## config.mk

```make
export PLATFORM = sky130hd
export DESIGN_NAME = pwm12_complementary_deadtime
export DESIGN_NICKNAME = d
export VERILOG_FILES = /design/src/pwm12_pkg.sv /design/src/pwm12_complementary_deadtime.sv
export VERILOG_INCLUDE_DIRS = /design/src
export SDC_FILE = /design/constraint.sdc
export NUM_CORES = 1
export LEC_CHECK = 0
export ABC_AREA = 1
export BUFFER_PORTS_ARGS = -buffer_cell sky130_fd_sc_hd__buf_2
export CORE_MARGIN = 10
export CORE_UTILIZATION = 35
export CTS_CLUSTER_DIAMETER = 150
export DETAILED_ROUTE_END_ITERATION = 8
export PLACE_DENSITY_LB_ADDON = 0.08
export SYNTH_ARGS = -nofsm -noshare
export SYNTH_HDL_FRONTEND = slang
export SYNTH_SLANG_ARGS = --single-unit
```

## constraint.sdc

```tcl
create_clock -name clk -period 4.5 [get_ports clk]
set_clock_uncertainty 0.05 [all_clocks]
set_input_delay 0.675 -clock clk [delete_from_list [all_inputs] [get_ports clk]]
set_output_delay 0.675 -clock clk [all_outputs]
set_load 0.1 [all_outputs]
```

## src/pwm12_regs.svh

```systemverilog
// register offsets, field positions and constants of the 12-bit modulator
`ifndef PWM12_REGS_SVH
`define PWM12_REGS_SVH

// register indexes; byte address is four times the index
`define IDX_DEAD_GAP   8'hD1
`define IDX_CONTROL    8'hD2
`define IDX_PERIOD_LO  8'hD3
`define IDX_PERIOD_HI  8'hD4
`define IDX_DUTY_LO    8'hD5
`define IDX_DUTY_HI    8'hD6
`define IDX_ENABLE     8'hCF
`define IDX_LOCK       8'hE7

// enable register fields
`define EN_MODULE_ON   7
`define EN_TRIP_IN     6
`define EN_COMP_LSB    3
`define EN_PRIM_LSB    0

// control register fields
`define CT_IRQ_EN      7
`define CT_IRQ_FLAG    6
`define CT_PRE_MSB     5
`define CT_TRIP_STATE  4
`define CT_TRIP_LEVEL  3
`define CT_POLARITY    2
`define CT_PRE_LOW_LSB 0

`define LOCK_KEY       8'h55
`define RESET_BYTE     8'h00
`define RESET_WORD12   12'h000

// prescaler codes
`define PRE_DIV2       3'h0
`define PRE_DIV4       3'h1
`define PRE_DIV8       3'h2
`define PRE_DIV16      3'h3
`define PRE_DIV12      3'h4
`define PRE_DIV32      3'h5

// least dead gap in oscillator clocks
`define DEAD_MIN       8'h02

`endif

```

## src/pwm12_pkg.sv

```systemverilog
// types shared by the modulator and its users
package pwm12_pkg;

  typedef struct packed {
    logic        cyc;
    logic        stb;
    logic        we;
    logic [9:0]  adr;
    logic [3:0]  sel;
    logic [31:0] dat;
  } wb_req_t;

  typedef struct packed {
    logic [31:0] dat;
    logic        ack;
  } wb_rsp_t;

  typedef struct packed {
    logic [2:0] level;
    logic [2:0] oe;
  } pin_group_t;

  typedef enum logic [1:0] {
    PH_IDLE   = 2'b00,
    PH_ACTIVE = 2'b01,
    PH_REST   = 2'b10
  } phase_t;

endpackage

```

## src/pwm12_complementary_deadtime.sv

```systemverilog
// 12-bit modulator with complementary outputs, dead gap and trip input
// Summary of operation
// - enable bit 7 turns modulator on
// - bit 6 makes trip pin active
// - bits 5..3 enable complementary outputs
// - bits 2..0 enable primary outputs
// - zero enable word stops all outputs
// - trip forces every output inactive
// - level select picks trip pin level
// - trip flag holds; clear fails during fault
// - locked registers writable only with key
// - overflow flag; request needs both enables
// - three-bit prescaler divides oscillator clock
// - polarity bit selects output sense
// - zero period gives constant inactive primary
// - duty at or above period: constant active
// - settings change at period end, while off, or at zero period
// - low byte applies after high byte
// - complementary is inverse of primary, except both inactive at zero period
// - complementary runs without primary enabled
// - dead gap counts raw clocks, least two unless zero
// - dead gap taken only while disabled
// - short rest keeps complementary constant
//
// The Wishbone slave port was chosen for this implementation.
`include "pwm12_regs.svh"
`timescale 1ns/1ps
`default_nettype none

module pwm12_complementary_deadtime #(
  parameter int CNT_W = 12,
  parameter int SYNC_STAGES = 2
) (
  input  wire logic                  clk,
  input  wire logic                  reset,
  input  wire pwm12_pkg::wb_req_t    wb_req,
  output var  pwm12_pkg::wb_rsp_t    wb_rsp,
  input  wire logic                  trip_pin,
  input  wire logic                  global_modulator_irq_enable,
  output logic                       irq_req,
  output var  pwm12_pkg::pin_group_t primary_pins,
  output var  pwm12_pkg::pin_group_t comp_pins
);
  import pwm12_pkg::*;

  // bus decode
  logic             ack_q;
  logic [31:0]      rdat_q;
  logic [7:0]       idx;
  logic             take;
  logic             wr;
  logic [7:0]       wbyte;
  logic             key_ok;

  // registers seen by software
  logic [7:0]       enable_q;
  logic [7:0]       lock_q;
  logic [7:0]       dead_q;
  logic             irq_en_q;
  logic             irq_flag_q;
  logic             trip_flag_q;
  logic             trip_lvl_q;
  logic             pol_w_q;
  logic [2:0]       pre_w_q;
  logic [CNT_W-1:0] period_w_q;
  logic [CNT_W-1:0] duty_w_q;
  logic [7:0]       period_lo_q;
  logic [7:0]       duty_lo_q;

  // settings in force for the running period
  logic             pol_q;
  logic [2:0]       pre_q;
  logic [CNT_W-1:0] period_q;
  logic [CNT_W-1:0] duty_q;
  logic [7:0]       dead_cap_q;

  // timing
  logic [7:0]       div_q;
  logic [7:0]       div_end;
  logic             tick;
  logic [CNT_W-1:0] cnt_q;
  logic             wrap;
  logic             reload;
  phase_t           phase;
  logic             active;
  logic             act_q;
  logic [7:0]       gap_q;
  logic [7:0]       dead_eff;
  logic             in_gap;
  logic [CNT_W-1:0] rest_len;
  logic             rest_short;

  // trip path
  logic [SYNC_STAGES-1:0] trip_sync_q;
  logic             trip_seen;
  logic             fault;
  logic             held;

  logic             module_on;
  logic             prim_on;
  logic             comp_on;

  assign module_on = enable_q[`EN_MODULE_ON];

  // classic wishbone slave, one wait state; ack drops the cycle after
  assign take  = wb_req.cyc & wb_req.stb;
  assign idx   = wb_req.adr[9:2];
  assign wr    = take & wb_req.we & ack_q & wb_req.sel[0];
  assign wbyte = wb_req.dat[7:0];
  assign key_ok = (lock_q == `LOCK_KEY);

  always_ff @(posedge clk or posedge reset) begin
    if (reset) begin
      ack_q <= 1'b0;
    end else begin
      ack_q <= take & ~ack_q;
    end
  end

  always_ff @(posedge clk or posedge reset) begin
    if (reset) begin
      rdat_q <= 32'h0000_0000;
    end else if (take & ~ack_q) begin
      rdat_q <= 32'h0000_0000;
      unique case (idx)
        `IDX_ENABLE:    rdat_q[7:0] <= enable_q;
        `IDX_LOCK:      rdat_q[7:0] <= lock_q;
        `IDX_DEAD_GAP:  rdat_q[7:0] <= dead_q;
        `IDX_CONTROL:   rdat_q[7:0] <= {irq_en_q, irq_flag_q,
                                        pre_w_q[2], trip_flag_q,
                                        trip_lvl_q, pol_w_q,
                                        pre_w_q[1:0]};
        `IDX_PERIOD_LO: rdat_q[7:0] <= period_w_q[7:0];
        `IDX_PERIOD_HI: rdat_q[3:0] <= period_w_q[11:8];
        `IDX_DUTY_LO:   rdat_q[7:0] <= duty_w_q[7:0];
        `IDX_DUTY_HI:   rdat_q[3:0] <= duty_w_q[11:8];
        default:        rdat_q <= 32'h0000_0000;
      endcase
    end
  end

  assign wb_rsp.ack = ack_q;
  assign wb_rsp.dat = rdat_q;

  // lock key itself is always writable
  always_ff @(posedge clk or posedge reset) begin
    if (reset) begin
      lock_q <= `RESET_BYTE;
    end else if (wr && idx == `IDX_LOCK) begin
      lock_q <= wbyte;
    end
  end

  always_ff @(posedge clk or posedge reset) begin
    if (reset) begin
      enable_q <= `RESET_BYTE;
    end else if (wr && idx == `IDX_ENABLE && key_ok) begin
      enable_q <= wbyte;
    end
  end

  // dead gap accepted only while the modulator is off
  always_ff @(posedge clk or posedge reset) begin
    if (reset) begin
      dead_q <= `RESET_BYTE;
    end else if (wr && idx == `IDX_DEAD_GAP && !module_on) begin
      dead_q <= wbyte;
    end
  end

  always_ff @(posedge clk or posedge reset) begin
    if (reset) begin
      dead_cap_q <= `RESET_BYTE;
    end else if (!module_on) begin
      dead_cap_q <= dead_q;
    end
  end

  // plain control bits, guarded by the key
  always_ff @(posedge clk or posedge reset) begin
    if (reset) begin
      irq_en_q   <= 1'b0;
      trip_lvl_q <= 1'b0;
      pol_w_q    <= 1'b0;
      pre_w_q    <= `PRE_DIV2;
    end else if (wr && idx == `IDX_CONTROL && key_ok) begin
      irq_en_q   <= wbyte[`CT_IRQ_EN];
      trip_lvl_q <= wbyte[`CT_TRIP_LEVEL];
      pol_w_q    <= wbyte[`CT_POLARITY];
      pre_w_q    <= {wbyte[`CT_PRE_MSB],
                     wbyte[`CT_PRE_LOW_LSB+1:`CT_PRE_LOW_LSB]};
    end
  end

  // overflow flag: hardware set beats a software clear
  always_ff @(posedge clk or posedge reset) begin
    if (reset) begin
      irq_flag_q <= 1'b0;
    end else if (wrap) begin
      irq_flag_q <= 1'b1;
    end else if (wr && idx == `IDX_CONTROL && key_ok &&
                 !wbyte[`CT_IRQ_FLAG]) begin
      irq_flag_q <= 1'b0;
    end
  end

  assign irq_req = irq_en_q & irq_flag_q &
                   global_modulator_irq_enable;

  // low bytes wait in staging until the high byte lands
  always_ff @(posedge clk or posedge reset) begin
    if (reset) begin
      period_lo_q <= `RESET_BYTE;
      period_w_q  <= `RESET_WORD12;
    end else if (wr && key_ok) begin
      if (idx == `IDX_PERIOD_LO) begin
        period_lo_q <= wbyte;
      end else if (idx == `IDX_PERIOD_HI) begin
        period_w_q <= {wbyte[3:0], period_lo_q};
      end
    end
  end

  always_ff @(posedge clk or posedge reset) begin
    if (reset) begin
      duty_lo_q <= `RESET_BYTE;
      duty_w_q  <= `RESET_WORD12;
    end else if (wr && key_ok) begin
      if (idx == `IDX_DUTY_LO) begin
        duty_lo_q <= wbyte;
      end else if (idx == `IDX_DUTY_HI) begin
        duty_w_q <= {wbyte[3:0], duty_lo_q};
      end
    end
  end

  // running settings move only at a period boundary, while off, or at zero period
  assign reload = !module_on || wrap || (period_q == `RESET_WORD12);

  always_ff @(posedge clk or posedge reset) begin
    if (reset) begin
      pol_q    <= 1'b0;
      pre_q    <= `PRE_DIV2;
      period_q <= `RESET_WORD12;
      duty_q   <= `RESET_WORD12;
    end else if (reload) begin
      pol_q    <= pol_w_q;
      pre_q    <= pre_w_q;
      period_q <= period_w_q;
      duty_q   <= duty_w_q;
    end
  end

  // prescaler; codes beyond the printed ones fall to the slowest
  always_comb begin
    unique case (pre_q)
      `PRE_DIV2:  div_end = 8'h01;
      `PRE_DIV4:  div_end = 8'h03;
      `PRE_DIV8:  div_end = 8'h07;
      `PRE_DIV16: div_end = 8'h0F;
      `PRE_DIV12: div_end = 8'h0B;
      `PRE_DIV32: div_end = 8'h1F;
      default:    div_end = 8'hFF;
    endcase
  end

  always_ff @(posedge clk or posedge reset) begin
    if (reset) begin
      div_q <= 8'h00;
    end else if (!module_on || tick) begin
      div_q <= 8'h00;
    end else begin
      div_q <= div_q + 8'h01;
    end
  end

  assign tick = module_on && (div_q >= div_end);
  assign wrap = tick && (period_q != `RESET_WORD12) &&
                (cnt_q >= period_q - 12'h001);

  always_ff @(posedge clk or posedge reset) begin
    if (reset) begin
      cnt_q <= `RESET_WORD12;
    end else if (!module_on || wrap) begin
      cnt_q <= `RESET_WORD12;
    end else if (tick) begin
      cnt_q <= cnt_q + 12'h001;
    end
  end

  // active while count below duty; constant cases override
  always_comb begin
    if (period_q == `RESET_WORD12) begin
      phase = PH_IDLE;
    end else if (duty_q >= period_q) begin
      phase = PH_ACTIVE;
    end else if (cnt_q < duty_q) begin
      phase = PH_ACTIVE;
    end else begin
      phase = PH_REST;
    end
  end

  assign active = module_on && (phase == PH_ACTIVE);

  // gap length in raw clocks; zero means no gap, else never under the least value
  assign dead_eff = (dead_cap_q == 8'h00) ? 8'h00 :
                    (dead_cap_q < `DEAD_MIN) ? `DEAD_MIN :
                    dead_cap_q;

  always_ff @(posedge clk or posedge reset) begin
    if (reset) begin
      act_q <= 1'b0;
    end else begin
      act_q <= active;
    end
  end

  // gap counter restarts on every edge of the raw waveform
  always_ff @(posedge clk or posedge reset) begin
    if (reset) begin
      gap_q <= 8'h00;
    end else if (active != act_q && dead_eff != 8'h00) begin
      gap_q <= dead_eff - 8'h01;
    end else if (gap_q != 8'h00) begin
      gap_q <= gap_q - 8'h01;
    end
  end

  assign in_gap = (dead_eff != 8'h00) &&
                  ((active != act_q) || (gap_q != 8'h00));

  // too little rest time to fit two gaps
  assign rest_len   = period_q - duty_q;
  assign rest_short = (duty_q >= period_q) ||
                      ({1'b0, rest_len} <=
                       {4'h0, dead_eff, 1'b0});

  assign prim_on = active && !in_gap;
  assign comp_on = module_on && !active && !in_gap &&
                   !rest_short && (period_q != `RESET_WORD12);

  // trip pin crosses into the clock domain first
  always_ff @(posedge clk or posedge reset) begin
    if (reset) begin
      trip_sync_q <= '0;
    end else begin
      trip_sync_q <= {trip_sync_q[SYNC_STAGES-2:0], trip_pin};
    end
  end

  assign trip_seen = trip_sync_q[SYNC_STAGES-1];
  assign fault = enable_q[`EN_TRIP_IN] &&
                 (trip_seen == trip_lvl_q);

  // flag holds until cleared; a clear during the fault is lost
  always_ff @(posedge clk or posedge reset) begin
    if (reset) begin
      trip_flag_q <= 1'b0;
    end else if (fault) begin
      trip_flag_q <= 1'b1;
    end else if (wr && idx == `IDX_CONTROL && key_ok &&
                 !wbyte[`CT_TRIP_STATE]) begin
      trip_flag_q <= 1'b0;
    end
  end

  assign held = fault || trip_flag_q;

  // pins: levels and enables from flops, one channel per loop pass
  genvar ch;
  generate
    for (ch = 0; ch < 3; ch++) begin : g_ch
      always_ff @(posedge clk or posedge reset) begin
        if (reset) begin
          primary_pins.level[ch] <= 1'b0;
          primary_pins.oe[ch]    <= 1'b0;
          comp_pins.level[ch]    <= 1'b0;
          comp_pins.oe[ch]       <= 1'b0;
        end else begin
          primary_pins.oe[ch] <= module_on &&
                                 enable_q[`EN_PRIM_LSB+ch];
          comp_pins.oe[ch]    <= module_on &&
                                 enable_q[`EN_COMP_LSB+ch];
          // inactive level equals the polarity bit
          primary_pins.level[ch] <= held ? pol_q :
                                    (prim_on ^ pol_q);
          comp_pins.level[ch]    <= held ? pol_q :
                                    (comp_on ^ pol_q);
        end
      end
    end
  endgenerate

endmodule

`default_nettype wire

```

==> metrics.md <==
| Metric | Value |
|---|---|
| Status | `finished, final reports clean` |
| CTS tree | `yes` |
| Power per standard cell area | `317.4 nW/um^2` |
| Tot Pwr | `3053 uW` |
| Initial antenna violation count | `0` |
| Distinct cells, synth | `47` |
| Final setup viols | `0` |
| Max clock buf depth | `2` |
| Slew margin rel. | `27.39%` |
| Share of layout cells above drive strength 1 | `11.32%` |
| Static Leak | `0.004798 uW` |
| Root buffer cell | `clkbuf_16` |
| Placed Cells | `1,352` |
| Mux contribution to synthesized area | `2.754%` |
| Post-synth EDFFs | `0` |
| Hold Vio Cnt, Final | `0` |
| DR WL/cell | `16.49 um` |
| Post-Synth XOR/XNOR Area | `3.076%` |
| DPL Wire Length | `16,630 um` |
| Synthesis-stage register bit count | `156` |
| Initial DRT Pass Iterations | `5` |
| Share of the synthesized area in the top cell type | `45.71%` |
| Critical Path AT | `3.63 ns` |
| Die height | `176.2 um` |
| Delay-heaviest family, CP | `simple AND/OR/NAND/NOR gates` |
| Commonest non-fill, non-tap cell in the layout | `nand2_1` |
| Max Fclk | `297.4 MHz` |
| CP Launch Type | `register` |
| Total negative setup slack | `0 ns` |
| Crit-path cells | `inv_1 -> ha_1 -> inv_1 -> fa_1 -> nand3_1 -> nand2_1 -> nand3_1 -> nand3_1 -> nand3_1 -> nand2_2 -> nand2_2 -> nand3_4 -> o21ai_2 -> ha_1 -> nand3_1 -> nor2_1 -> nand3_1 -> nand2_1 -> nor2_1` |
| CP max stage cell | `fa_1` |
| Initial Util | `35.33%` |
| Post-Synth Adder-Cell Area | `8.145%` |
| Post-route ant nets | `0` |
| GRT Overall Usage | `15.19%` |
| Congestion Overflow GR | `0` |
| Peak VDD IR | `0.2525 mV` |
| Final #Nets | `1,155` |
| Sequential area share after synthesis | `45.71%` |
| Clock latency at the later pin of the worst-skew pair | `0.44 ns` |
| Post-Route WL | `22,820 um` |
| Post-CTS sizing | `0` |
| Largest net degree at the start of global routing | `157` |
| Layout Cells excl Fill | `1,384` |
| Worst hold margin | `0.2809 ns` |
| Synthesized area per cell | `8.532 um^2` |
| # IOs | `99` |
| Total CTS buffers | `17` |
| Compound-Gate Fraction of Synth Area | `11.46%` |
| Synth area leaders | `dfrtp_1 46%, nand2_1 10%, ha_1 7.9%` |
| WP buf/inv | `2` |
| Clock transition at path regs | `0.08 ns` |
| PortBufs | `45` |
| Number of global-route vias before repair | `6,572` |
| Warnings, synthesis | `0` |
| RSZ-0062 raised after global routing | `false` |
| Tmin final | `3.363 ns` |
| H-tree depth | `4` |
| Area leader, netlist | `dfrtp_1` |
| CTS Hold Bufs | `0` |
| Drc violations | `0` |
| Clock Sinks | `156` |
| Post-synthesis cell count | `1,001` |
| DRT iter0 DRCs | `473` |
| CP Capture Type | `register` |
| Slew at the pin closest to its max-slew limit | `1.081 ns` |
| Die X | `176.2 um` |
| Largest family of logic cells by synthesized area | `simple AND/OR/NAND/NOR gates` |
| First-pass GRT wire length | `36,830 um` |
| Area delta synth->final | `12.61%` |
| Asr flop ratio synth | `100.0%` |
| Crit-path most repeated cell | `nand3_1` |
| Period utilisation layout | `74.73%` |
| Crit-path max FO | `17` |
| Core area | `24,180 um^2` |
| Critical path class | `reg -> reg` |
| Crit path largest cell delay | `0.40 ns` |
| Most frequent cells in the layout | `228 x nand2_1, 156 x dfrtp_1, 123 x inv_1` |
| Post CTS Setup Buffer Count | `0` |
| Worst EP required | `4.77 ns` |
| Ys flop type | `dfrtp_1` |
| Vias | `6,540` |
| N_diodes | `0` |
| Max_cap viols | `0` |
| Simple-Gate Fraction of Synth Area | `19.63%` |
| Final slew viol count | `0` |
| Worst min path class | `in -> reg` |
| # fillers | `2,499` |
| Vias per cell | `4.725` |
| Rows | `57` |
| Final RePlAce weighted congestion | `0.8080` |
| Die area | `31,050 um^2` |
| Synth Cell Area | `8541 um^2` |
## layout make-up
| type | instances | area [um^2] | area share (%) |
|---|---|---|---|
| clock buffers | 17 | 425.4 | 4.423 |
| well taps | 324 | 405.4 | 4.215 |
| clock inverters | 15 | 153.9 | 1.600 |
| repair buffers | 53 | 310.3 | 3.226 |
| inverters | 127 | 480.5 | 4.995 |
| flip-flops and latches | 156 | 3904 | 40.59 |
| multi-input cells | 692 | 3939 | 40.95 |
## worst paths after layout
kind | startpoint | end | slack [ns] | depth (start not counted)
worst max-delay path | period_q[0] | gap_q[6] | 1.14 | 19
worst min-delay path | trip_pin | trip_sync_q[0] | 0.28 | 1
worst max register to register | period_q[0] | gap_q[6] | 1.14 | 19
worst min register to register | trip_sync_q[0] | trip_sync_q[1] | 0.31 | 0
max in group asynchronous | reset | comp_pins[4] | 3.27 | 3
min in group asynchronous | reset | div_q[1] | 0.37 | 3
## flip-flops by register name, indices dropped and copies added (netlist names), 2 cells and up
| name | count |
|---|---|
| cnt_q | 12 |
| duty_q | 12 |
| duty_w_q | 12 |
| period_q | 12 |
| period_w_q | 12 |
| dead_cap_q | 8 |
| dead_q | 8 |
| div_q | 8 |
| duty_lo_q | 8 |
| enable_q | 8 |
| gap_q | 8 |
| lock_q | 8 |
| period_lo_q | 8 |
| rdat_q | 8 |
| comp_pins | 4 |
| primary_pins | 4 |
| pre_q | 3 |
| pre_w_q | 3 |
| trip_sync_q | 2 |
## cells by family after synthesis
family / Yosys count
AND/OR/NAND/NOR: 388
buffers and inverters: 176
AO/OA/AOI/OAI: 173
flip-flops: 156
adder cells (fa/ha/maj): 55
XOR/XNOR: 30
multiplexers: 22
other: 1
## synth_stat cells (3+ instances only)
| cell | instances |
|---|---|
| nand2_1 | 228 |
| dfrtp_1 | 156 |
| inv_1 | 124 |
| o21ai_0 | 98 |
| nor2_1 | 70 |
| ha_1 | 54 |
| a21oi_1 | 40 |
| nand3_1 | 33 |
| buf_4 | 29 |
| xor2_1 | 23 |
| nand4_1 | 15 |
| nor3_1 | 15 |
| clkbuf_1 | 13 |
| mux2_2 | 12 |
| mux2i_1 | 10 |
| a221oi_1 | 7 |
| xnor2_1 | 7 |
| buf_2 | 6 |
| a31oi_1 | 5 |
| nand2_2 | 5 |
| and3_1 | 4 |
| o21ai_2 | 4 |
| a211oi_1 | 3 |
| a32o_1 | 3 |
| nor3b_1 | 3 |
| nor4_1 | 3 |
| o211ai_1 | 3 |
## metal layers
metal	global-route usage (%)	vias to the layer above	wire length [um]
met1	20.68	3065	11440
met4	5.051	0	341
met5	0	-	0
li1	-	3339	-
met3	2.349	28	703
met2	24.12	108	10330
## where the power goes
part	switching [uW]	internal (uW)
clock network	687	739
logic	193	21.4
registers	4.31	1410
total	884	2170
## through the flow
step | area [um^2] | setup WS [ns] | utilization, %
4_1_cts | 9618 | 1.085 | 39.78
3_5_place_dp | 9039 | 1.118 | 37.39
2_1_floorplan | 8631 | 1.614 | -
3_3_place_gp | 9039 | 1.152 | 37.39
5_1_grt | 9618 | 0.7030 | 39.78
6_report | 9618 | 1.137 | 39.78
Power figures use the tool's default switching activity.
